--- src/bpw_pkg.sv ---
package bpw_pkg;

    // Register byte offsets.
    localparam logic [7:0] OFF_STATUS_CTRL = 8'h00;
    localparam logic [7:0] OFF_MODULO = 8'h04;
    localparam logic [7:0] OFF_CH0_CTRL = 8'h08;
    localparam logic [7:0] OFF_CH0_CMP = 8'h0c;
    localparam logic [7:0] OFF_CH1_CTRL = 8'h10;
    localparam logic [7:0] OFF_CH1_CMP = 8'h14;
    localparam logic [7:0] OFF_COUNTER = 8'h18;

    // Timer status/control fields.
    localparam int TSC_HALT_BIT = 5;
    localparam int TSC_RST_BIT = 4;
    localparam int TSC_PS_LSB = 0;
    localparam int PS_W = 3;

    // Channel control fields.
    localparam int CH_LINK_BIT = 5;
    localparam int CH_MODE_LSB = 4;
    localparam int CH_EL_LSB = 2;
    localparam int CH_TOV_BIT = 1;
    localparam int CH_ACT_BIT = 0;

    // Reset values.
    localparam logic [31:0] RST_STATUS_CTRL = 32'h0000_0020;
    localparam logic [15:0] RST_MODULO = 16'hffff;
    localparam logic [15:0] RST_CMP = 16'h0000;
    localparam logic [5:0] RST_CH_CTRL = 6'h00;

    // Mode and edge/level field encodings.
    localparam logic [1:0] MODE_UNBUF = 2'h1;
    localparam logic [1:0] MODE_BUF = 2'h2;
    localparam logic [1:0] EL_CLEAR = 2'h2;
    localparam logic [1:0] EL_SET = 2'h3;
    localparam logic [1:0] EL_TOGGLE = 2'h1;

    typedef enum logic [0:0] {
        BPW_SEL_CH0 = 1'b0,
        BPW_SEL_CH1 = 1'b1
    } bpw_sel_e;

endpackage

--- src/bpw_out_stage.sv ---
`timescale 1ns/1ps
module bpw_out_stage
    import bpw_pkg::*;
(
    // Clock and reset.
    input wire logic ref_clk,
    input wire logic nrst,
    // Events.
    input wire logic enable,
    input wire logic overflow,
    input wire logic match,
    input wire logic tov,
    input wire logic [1:0] el,
    // Output pin level.
    output logic pin_q
);

    logic pin_d;

    always_comb begin
        pin_d = pin_q;
        if (enable) begin
            if (match) begin
                case (el) // RQ16
                    EL_CLEAR: pin_d = 1'b0; // RQ12
                    EL_SET: pin_d = 1'b1; // RQ12
                    EL_TOGGLE: pin_d = ~pin_q;
                    default: pin_d = pin_q;
                endcase
            end else if (overflow && tov) begin
                // A compare in the same cycle wins so a 0% width stays flat.
                pin_d = ~pin_q;
            end
        end
    end

    always_ff @(posedge ref_clk or negedge nrst) begin
        if (!nrst) begin
            pin_q <= 1'b0;
        end else begin
            pin_q <= pin_d;
        end
    end

endmodule // bpw_out_stage

--- src/bpw_timer.sv ---
`timescale 1ns/1ps
// Behaviour
// (RQ1) Channels 0 and 1 can be linked; buffered output appears only on channel 0 pin.
// (RQ2) Link bit in channel 0 control links pair; channel 0 compare starts in control.
// (RQ3) Buffered: writing channel 1 compare hands control to it at next period start.
// (RQ4) At each overflow the most recently written channel's compare sets the width.
// (RQ5) Linked: channel 0 control governs and reports; channel 1 control unused, pin free.
// (RQ6) Software writes only the inactive channel; writing active acts as unbuffered.
// (RQ7) Software halts counter, then resets counter and prescaler before setup.
// (RQ8) Software loads the period modulo while the counter is halted.
// (RQ9) Software loads compare width before enabling channel mode.
// (RQ10) Mode field 01 selects unbuffered, 10 selects buffered compare or PWM.
// (RQ11) Software sets toggle-on-overflow so the output flips at each overflow.
// (RQ12) Edge/level 10 clears on compare, 11 sets; must oppose pulse level.
// (RQ13) Software avoids toggle-on-compare for PWM.
// (RQ14) Software clears the halt bit last to start counting.
// (RQ15) Counter counts up from zero and rolls over after the modulo value.
// (RQ16) On compare match the active channel applies its edge/level action.
module bpw_timer
    import bpw_pkg::*;
#(
    parameter int CNT_W = 16
) (
    // Clock and reset.
    input wire logic ref_clk,
    input wire logic nrst,
    // APB slave.
    input wire logic psel,
    input wire logic penable,
    input wire logic pwrite,
    input wire logic [7:0] paddr,
    input wire logic [31:0] pwdata,
    output logic [31:0] prdata,
    output logic pready,
    output logic pslverr,
    // Channel pins.
    output logic first_channel_pin,
    output logic second_channel_pin,
    output logic second_channel_pin_oe,
    // General-purpose data for the channel 1 pin while linked.
    input wire logic gpio1_out,
    input wire logic gpio1_oe
);

    ////////////////////////////////////////////////////////////////////////////
    // Register state.

    logic counter_halt_bit_q, counter_halt_bit_d;
    logic [PS_W-1:0] ps_sel_q, ps_sel_d;
    logic [CNT_W-1:0] period_modulo_pair_q, period_modulo_pair_d;
    logic [5:0] first_channel_control_q, first_channel_control_d;
    logic [5:0] second_channel_control_q, second_channel_control_d;
    logic [CNT_W-1:0] cmp0_q, cmp0_d;
    logic [CNT_W-1:0] cmp1_q, cmp1_d;
    logic [CNT_W-1:0] cnt_q, cnt_d;
    logic [7:0] ps_q, ps_d;
    bpw_sel_e active_q, active_d;
    bpw_sel_e pending_q, pending_d;
    logic [31:0] prdata_q, prdata_d;

    logic wr_en, rd_en, addr_ok;
    logic trst;
    logic tick, overflow;
    logic linked;
    logic [1:0] mode0, mode1;

    function automatic logic [5:0] ctl_field(input logic [31:0] w);
        ctl_field = w[5:0];
    endfunction

    assign wr_en = psel && penable && pwrite;
    // Read data is captured in the setup cycle, so it stands from a flop through the zero-wait access phase.
    assign rd_en = psel && !penable && !pwrite;
    assign addr_ok = (paddr == OFF_STATUS_CTRL) || (paddr == OFF_MODULO) || (paddr == OFF_CH0_CTRL)
        || (paddr == OFF_CH0_CMP) || (paddr == OFF_CH1_CTRL) || (paddr == OFF_CH1_CMP)
        || (paddr == OFF_COUNTER);
    assign pready = 1'b1;
    assign pslverr = psel && penable && !addr_ok;
    assign prdata = prdata_q;

    assign mode0 = first_channel_control_q[CH_MODE_LSB +: 2];
    assign mode1 = second_channel_control_q[CH_MODE_LSB +: 2];
    assign linked = first_channel_control_q[CH_LINK_BIT]; // RQ2
    assign trst = wr_en && (paddr == OFF_STATUS_CTRL) && pwdata[TSC_RST_BIT];

    ////////////////////////////////////////////////////////////////////////////
    // Prescaler and counter.

    assign tick = (ps_q == ((8'h01 << ps_sel_q) - 8'h01));
    assign overflow = !counter_halt_bit_q && tick && (cnt_q == period_modulo_pair_q); // RQ15

    always_comb begin
        ps_d = ps_q;
        cnt_d = cnt_q;
        if (trst) begin
            // Counter and prescaler clear together so the first period is full length.
            ps_d = 8'h00;
            cnt_d = '0;
        end else if (!counter_halt_bit_q) begin
            ps_d = tick ? 8'h00 : ps_q + 8'h01;
            if (tick) begin
                cnt_d = (cnt_q == period_modulo_pair_q) ? '0 : cnt_q + 1'b1; // RQ15
            end
        end
    end

    ////////////////////////////////////////////////////////////////////////////
    // Register writes and buffered channel selection.

    always_comb begin
        counter_halt_bit_d = counter_halt_bit_q;
        ps_sel_d = ps_sel_q;
        period_modulo_pair_d = period_modulo_pair_q;
        first_channel_control_d = first_channel_control_q;
        second_channel_control_d = second_channel_control_q;
        cmp0_d = cmp0_q;
        cmp1_d = cmp1_q;
        active_d = active_q;
        pending_d = pending_q;
        if (wr_en) begin
            case (paddr)
                OFF_STATUS_CTRL: begin
                    counter_halt_bit_d = pwdata[TSC_HALT_BIT];
                    ps_sel_d = pwdata[TSC_PS_LSB +: PS_W];
                end
                OFF_MODULO: period_modulo_pair_d = pwdata[CNT_W-1:0];
                OFF_CH0_CTRL: begin
                    first_channel_control_d = ctl_field(pwdata) & 6'h3e;
                    // Link bit is set only when the mode field is 10 (buffered).
                    first_channel_control_d[CH_LINK_BIT] = (pwdata[CH_MODE_LSB +: 2] == MODE_BUF);
                    if (!first_channel_control_d[CH_LINK_BIT]) begin
                        active_d = BPW_SEL_CH0; // RQ2
                        pending_d = BPW_SEL_CH0;
                    end
                end
                OFF_CH0_CMP: begin
                    cmp0_d = pwdata[CNT_W-1:0];
                    pending_d = BPW_SEL_CH0; // RQ4
                end
                OFF_CH1_CTRL: begin
                    if (!linked) begin
                        second_channel_control_d = ctl_field(pwdata) & 6'h1e; // RQ5
                    end
                end
                OFF_CH1_CMP: begin
                    cmp1_d = pwdata[CNT_W-1:0];
                    pending_d = BPW_SEL_CH1; // RQ3
                end
                default: ;
            endcase
        end
        if (overflow && linked) begin
            active_d = pending_d; // RQ3 RQ4
        end
    end

    ////////////////////////////////////////////////////////////////////////////
    // Read data.

    always_comb begin
        prdata_d = prdata_q;
        if (rd_en) begin
            case (paddr)
                OFF_STATUS_CTRL: prdata_d = {26'h0, counter_halt_bit_q, 2'h0, ps_sel_q};
                OFF_MODULO: prdata_d = {{(32-CNT_W){1'b0}}, period_modulo_pair_q};
                OFF_CH0_CTRL: prdata_d = {26'h0, first_channel_control_q[5:1], active_q}; // RQ5
                OFF_CH0_CMP: prdata_d = {{(32-CNT_W){1'b0}}, cmp0_q};
                OFF_CH1_CTRL: prdata_d = {26'h0, second_channel_control_q};
                OFF_CH1_CMP: prdata_d = {{(32-CNT_W){1'b0}}, cmp1_q};
                OFF_COUNTER: prdata_d = {{(32-CNT_W){1'b0}}, cnt_q};
                default: prdata_d = 32'h0000_0000;
            endcase
        end
    end

    always_ff @(posedge ref_clk or negedge nrst) begin
        if (!nrst) begin
            counter_halt_bit_q <= RST_STATUS_CTRL[TSC_HALT_BIT];
            ps_sel_q <= RST_STATUS_CTRL[TSC_PS_LSB +: PS_W];
            period_modulo_pair_q <= RST_MODULO[CNT_W-1:0];
            first_channel_control_q <= RST_CH_CTRL;
            second_channel_control_q <= RST_CH_CTRL;
            cmp0_q <= RST_CMP[CNT_W-1:0];
            cmp1_q <= RST_CMP[CNT_W-1:0];
            cnt_q <= '0;
            ps_q <= 8'h00;
            active_q <= BPW_SEL_CH0;
            pending_q <= BPW_SEL_CH0;
            prdata_q <= 32'h0000_0000;
        end else begin
            counter_halt_bit_q <= counter_halt_bit_d;
            ps_sel_q <= ps_sel_d;
            period_modulo_pair_q <= period_modulo_pair_d;
            first_channel_control_q <= first_channel_control_d;
            second_channel_control_q <= second_channel_control_d;
            cmp0_q <= cmp0_d;
            cmp1_q <= cmp1_d;
            cnt_q <= cnt_d;
            ps_q <= ps_d;
            active_q <= active_d;
            pending_q <= pending_d;
            prdata_q <= prdata_d;
        end
    end

    ////////////////////////////////////////////////////////////////////////////
    // Channel output stages.

    logic [CNT_W-1:0] cmp_sel;
    logic match0, match1, en0, en1;
    logic pin1;

    assign cmp_sel = (linked && active_q == BPW_SEL_CH1) ? cmp1_q : cmp0_q; // RQ1 RQ4
    assign match0 = !counter_halt_bit_q && tick && (cnt_q == cmp_sel); // RQ16
    assign match1 = !counter_halt_bit_q && tick && (cnt_q == cmp1_q);
    assign en0 = (mode0 == MODE_UNBUF) || (mode0 == MODE_BUF); // RQ10
    assign en1 = !linked && (mode1 == MODE_UNBUF); // RQ10

    bpw_out_stage u_out0 (
        .ref_clk(ref_clk),
        .nrst(nrst),
        .enable(en0),
        .overflow(overflow),
        .match(match0),
        .tov(first_channel_control_q[CH_TOV_BIT]),
        .el(first_channel_control_q[CH_EL_LSB +: 2]),
        .pin_q(first_channel_pin)
    );

    bpw_out_stage u_out1 (
        .ref_clk(ref_clk),
        .nrst(nrst),
        .enable(en1),
        .overflow(overflow),
        .match(match1),
        .tov(second_channel_control_q[CH_TOV_BIT]),
        .el(second_channel_control_q[CH_EL_LSB +: 2]),
        .pin_q(pin1)
    );

    // Linked pair frees the channel 1 pin for general-purpose use.
    assign second_channel_pin = linked ? gpio1_out : pin1; // RQ5
    assign second_channel_pin_oe = linked ? gpio1_oe : en1; // RQ1

endmodule // bpw_timer

--- config.mk ---
export PLATFORM = sky130hd
export DESIGN_NAME = bpw_timer
export DESIGN_NICKNAME = d
export VERILOG_FILES = /design/src/bpw_pkg.sv /design/src/bpw_out_stage.sv /design/src/bpw_timer.sv
export SDC_FILE = /design/constraint.sdc
export NUM_CORES = 1
export LEC_CHECK = 0
export BUFFER_PORTS_ARGS = -buffer_cell sky130_fd_sc_hd__buf_4
export CAP_MARGIN = 10
export CORE_ASPECT_RATIO = 0.75
export CORE_MARGIN = 10
export CORE_UTILIZATION = 40
export CTS_CLUSTER_DIAMETER = 50
export DETAILED_ROUTE_END_ITERATION = 8
export PLACE_DENSITY = 0.61
export REMOVE_ABC_BUFFERS = 1
export SLEW_MARGIN = 20
export SYNTH_ARGS = -nofsm -noshare
export SYNTH_HDL_FRONTEND = slang
export SYNTH_SLANG_ARGS = --single-unit
export TNS_END_PERCENT = 50
--- constraint.sdc ---
create_clock -name ref_clk -period 7.1 [get_ports ref_clk]
set_input_delay 1.42 -clock ref_clk [delete_from_list [all_inputs] [get_ports ref_clk]]
set_output_delay 1.42 -clock ref_clk [all_outputs]
set_load 0.005 [all_outputs]
==> metrics.txt <==
slowest CP cell and3_1; H-tree depth 3; CP arrival 3.29 ns; Max Clock Skew 0.00555 ns; Clock Latency Late Sink 0.35 ns; post-synthesis cell count 582; Cell Area, Synth 5960 sq um; Synth top area share 0.370; number of max-cap violations 0; synthesis-to-finish area growth 12.6%; CTS sink count 105; critical path peak fanout 17; drc violations 0; hold path depth 1; sequential power share 0.490; top achievable clock speed 212 MHz; register area share after synthesis 0.445; Final min period 4.71 ns; drt total wl 16400 um; RSZ-0062 raised after global routing false; kind of critical path input port to primary output; Reg-to-Reg End cnt_q[9]; ANT cells 0; Core ar. 14500 sq um; FF+latch area 2650 sq um; Initial Util 0.409; first-pass GRT wire length 26300 um; die width 161 um; vias in the first global route 4691; count leader, synth dfrtp_1; ys async rst share 1.00; Mapped Avg Cell Area 10.2 sq um; Peak VDD IR 125 uV; top_reg_cell synth dfrtp_1; Final Cycle Share 0.663; port buffer count 50; Switch Pwr 0.313 mW; Die Y 126 um; pwr/cell area 198 nW/um^2; Hold Path End prdata[8]; I/O pin total 84; leading area contributor after synthesis dfrtp_1; WL per Instance 20.3 um; DRT iter0 DRCs 483; clock transition at the registers of the reported paths 0.07 ns; # Post-CTS Setup Buffers 0; measured slew at the worst slew-check pin 0.963 ns; Total GRT Usage 0.162; synth cell count leaders dfrtp_1, mux2_2, nand2_1; switching part of the total 0.236; cts bufs inserted 9; Final ANT Viol Nets 0; crit start category input port; setup_tns 0 ns; fin nets 654; GPL Wtd Cong 0.921; DP Wirelength 11700 um; hold_ws 0.494 ns; Area contributors post-synth dfrtp_1, mux2_2, dfstp_2, xnor2_1, xor2_1; TritonCTS clock tree built; Vias/cell 5.72; number of gates resized after CTS 0; count of pins over their slew limit 0; root buffer cell clkbuf_16; Pint 1.02 mW; Final setup viols 0; DR pass1 iterations 6; worst-path cell chain buf_4, nor4_1, nor2b_1, and3_1, nor4_1, buf_4; crit-path max cell delay 0.76 ns; Static Leak 2.95 nW; vias 4625; largest net degree at the start of global routing 57; Critical Path RT 5.68 ns; endpoints failing hold 0; Seq cells post-synth 105; Crit. End Element primary output; R2R depth 9; RR Startpoint ps_sel_q[2]; status complete, no violations; area of the multi-input gates 3020 sq um; number of enable flip-flop cells after synthesis 0; layout cells sized above 1 0.253; num rows 38; Comb pwr share 0.096; Hold Buf Count CTS 0; relative slew slack 0.356; Clock power frac 0.414; Hold Crit Class flip-flop to flip-flop; filler cell count 1385; global route overflow 0; Ys Warns 0; hold_sp prdata[8]; total die area 20200 sq um; CTS Buffer Depth 2; post-synth cell types 60; initial antenna violation count 0; register-to-register setup slack 3.09 ns
-- layout by cell type (no fill, tap or decap), types with 8 or more instances in the layout --
cell type	n
a21oi_1	27
a221oi_1	15
a22o_1	14
a31oi_1	13
buf_4	54
clkbuf_16	9
conb_1	17
dfrtp_1	88
dfstp_2	17
inv_1	14
mux2_2	60
mux2i_1	8
nand2_1	39
nand2b_1	10
nand3_1	12
nand4_1	14
nor2_1	30
o21ai_0	23
or3_1	10
xnor2_1	28
xor2_1	20
-- worst max-delay path: cells and delay by family --
| family | cells | cell delay, ns |
|---|---|---|
| buf+inv | 2 | 0.27 |
| simple gates | 4 | 1.59 |
-- cell type report --
| class | instances | area share |
|---|---|---|
| Tap cell | 200 | 0.0373 |
| Timing Repair Buffer | 54 | 0.0604 |
| Clock buffer | 12 | 0.0382 |
| Multi-Input combinational cell | 420 | 0.450 |
| Sequential cell | 105 | 0.395 |
| Clock inverter | 4 | 0.0112 |
| Inverter | 14 | 0.00783 |
-- routing by layer --
metal | GRT usage | vias up | part of all wire
met5 | 0 | - | 0
met4 | 0.0427 | 0 | 0.012
met3 | 0.0524 | 15 | 0.077
met2 | 0.247 | 172 | 0.45
met1 | 0.217 | 2302 | 0.46
li1 | - | 2136 | -
-- cells by family (layout without fill, tap and decap cells) --
family | count (synthesis) | count (layout) | synth area share
adder cells (fa/ha/maj) | 3 | 3 | 0.00630
multiplexers | 68 | 68 | 0.127
other | 2 | 17 | 0.00126
buffers and inverters | 72 | 84 | 0.0586
XOR/XNOR | 48 | 48 | 0.0706
AND/OR/NAND/NOR | 157 | 157 | 0.143
AO/OA/AOI/OAI | 127 | 127 | 0.148
flip-flops | 105 | 105 | 0.445
-- power by group through the flow --
| stage | Clock (mW) | Sequential (mW) | Combinational [mW] |
|---|---|---|---|
| global route | 0.591 | 0.656 | 0.146 |
| detailed placement | 0 | 0.662 | 0.130 |
| CTS | 0.564 | 0.652 | 0.131 |
| floorplan | 0 | 0.657 | 0.0584 |
| global placement | 0 | 0.661 | 0.126 |
| finish | 0.551 | 0.651 | 0.128 |
-- state kept, by name, indices dropped and copies added (netlist names) --
signal                    flops
second_channel_control_q      4
u_out0.pin_q                  1
u_out1.pin_q                  1
counter_halt_bit_q            1
ps_sel_q                      3
cmp1_q                       16
cmp0_q                       16
pending_q                     1
cnt_q                        16
first_channel_control_q       5
prdata                       16
active_q                      1
ps_q                          8
period_modulo_pair_q         16
-- through the flow --
stage | power, mW | util | setup slack (ns) | instances | cell area (sq um)
2_1_floorplan | 0.715 | - | 3.14 | 539 | 5720
3_3_place_gp | 0.787 | 0.438 | 2.47 | 793 | 6380
3_5_place_dp | 0.792 | 0.438 | 2.42 | 793 | 6380
4_1_cts | 1.35 | 0.461 | 2.42 | 809 | 6710
5_1_grt | 1.39 | 0.461 | 2.22 | 809 | 6710
6_report | 1.33 | 0.461 | 2.39 | 809 | 6710
-- worst max path at each step --
stage	startpoint	endpoint	slack, ns	cells after the start
final	paddr[1]	pslverr	2.39	6
after global routing	paddr[1]	pslverr	2.22	6
after CTS	paddr[1]	pslverr	2.42	6
after detailed placement	paddr[1]	pslverr	2.42	6
after global placement	paddr[1]	pslverr	2.47	6
after floorplan	paddr[1]	pslverr	3.14	4
Note: power is estimated with default switching activity, not from simulation.
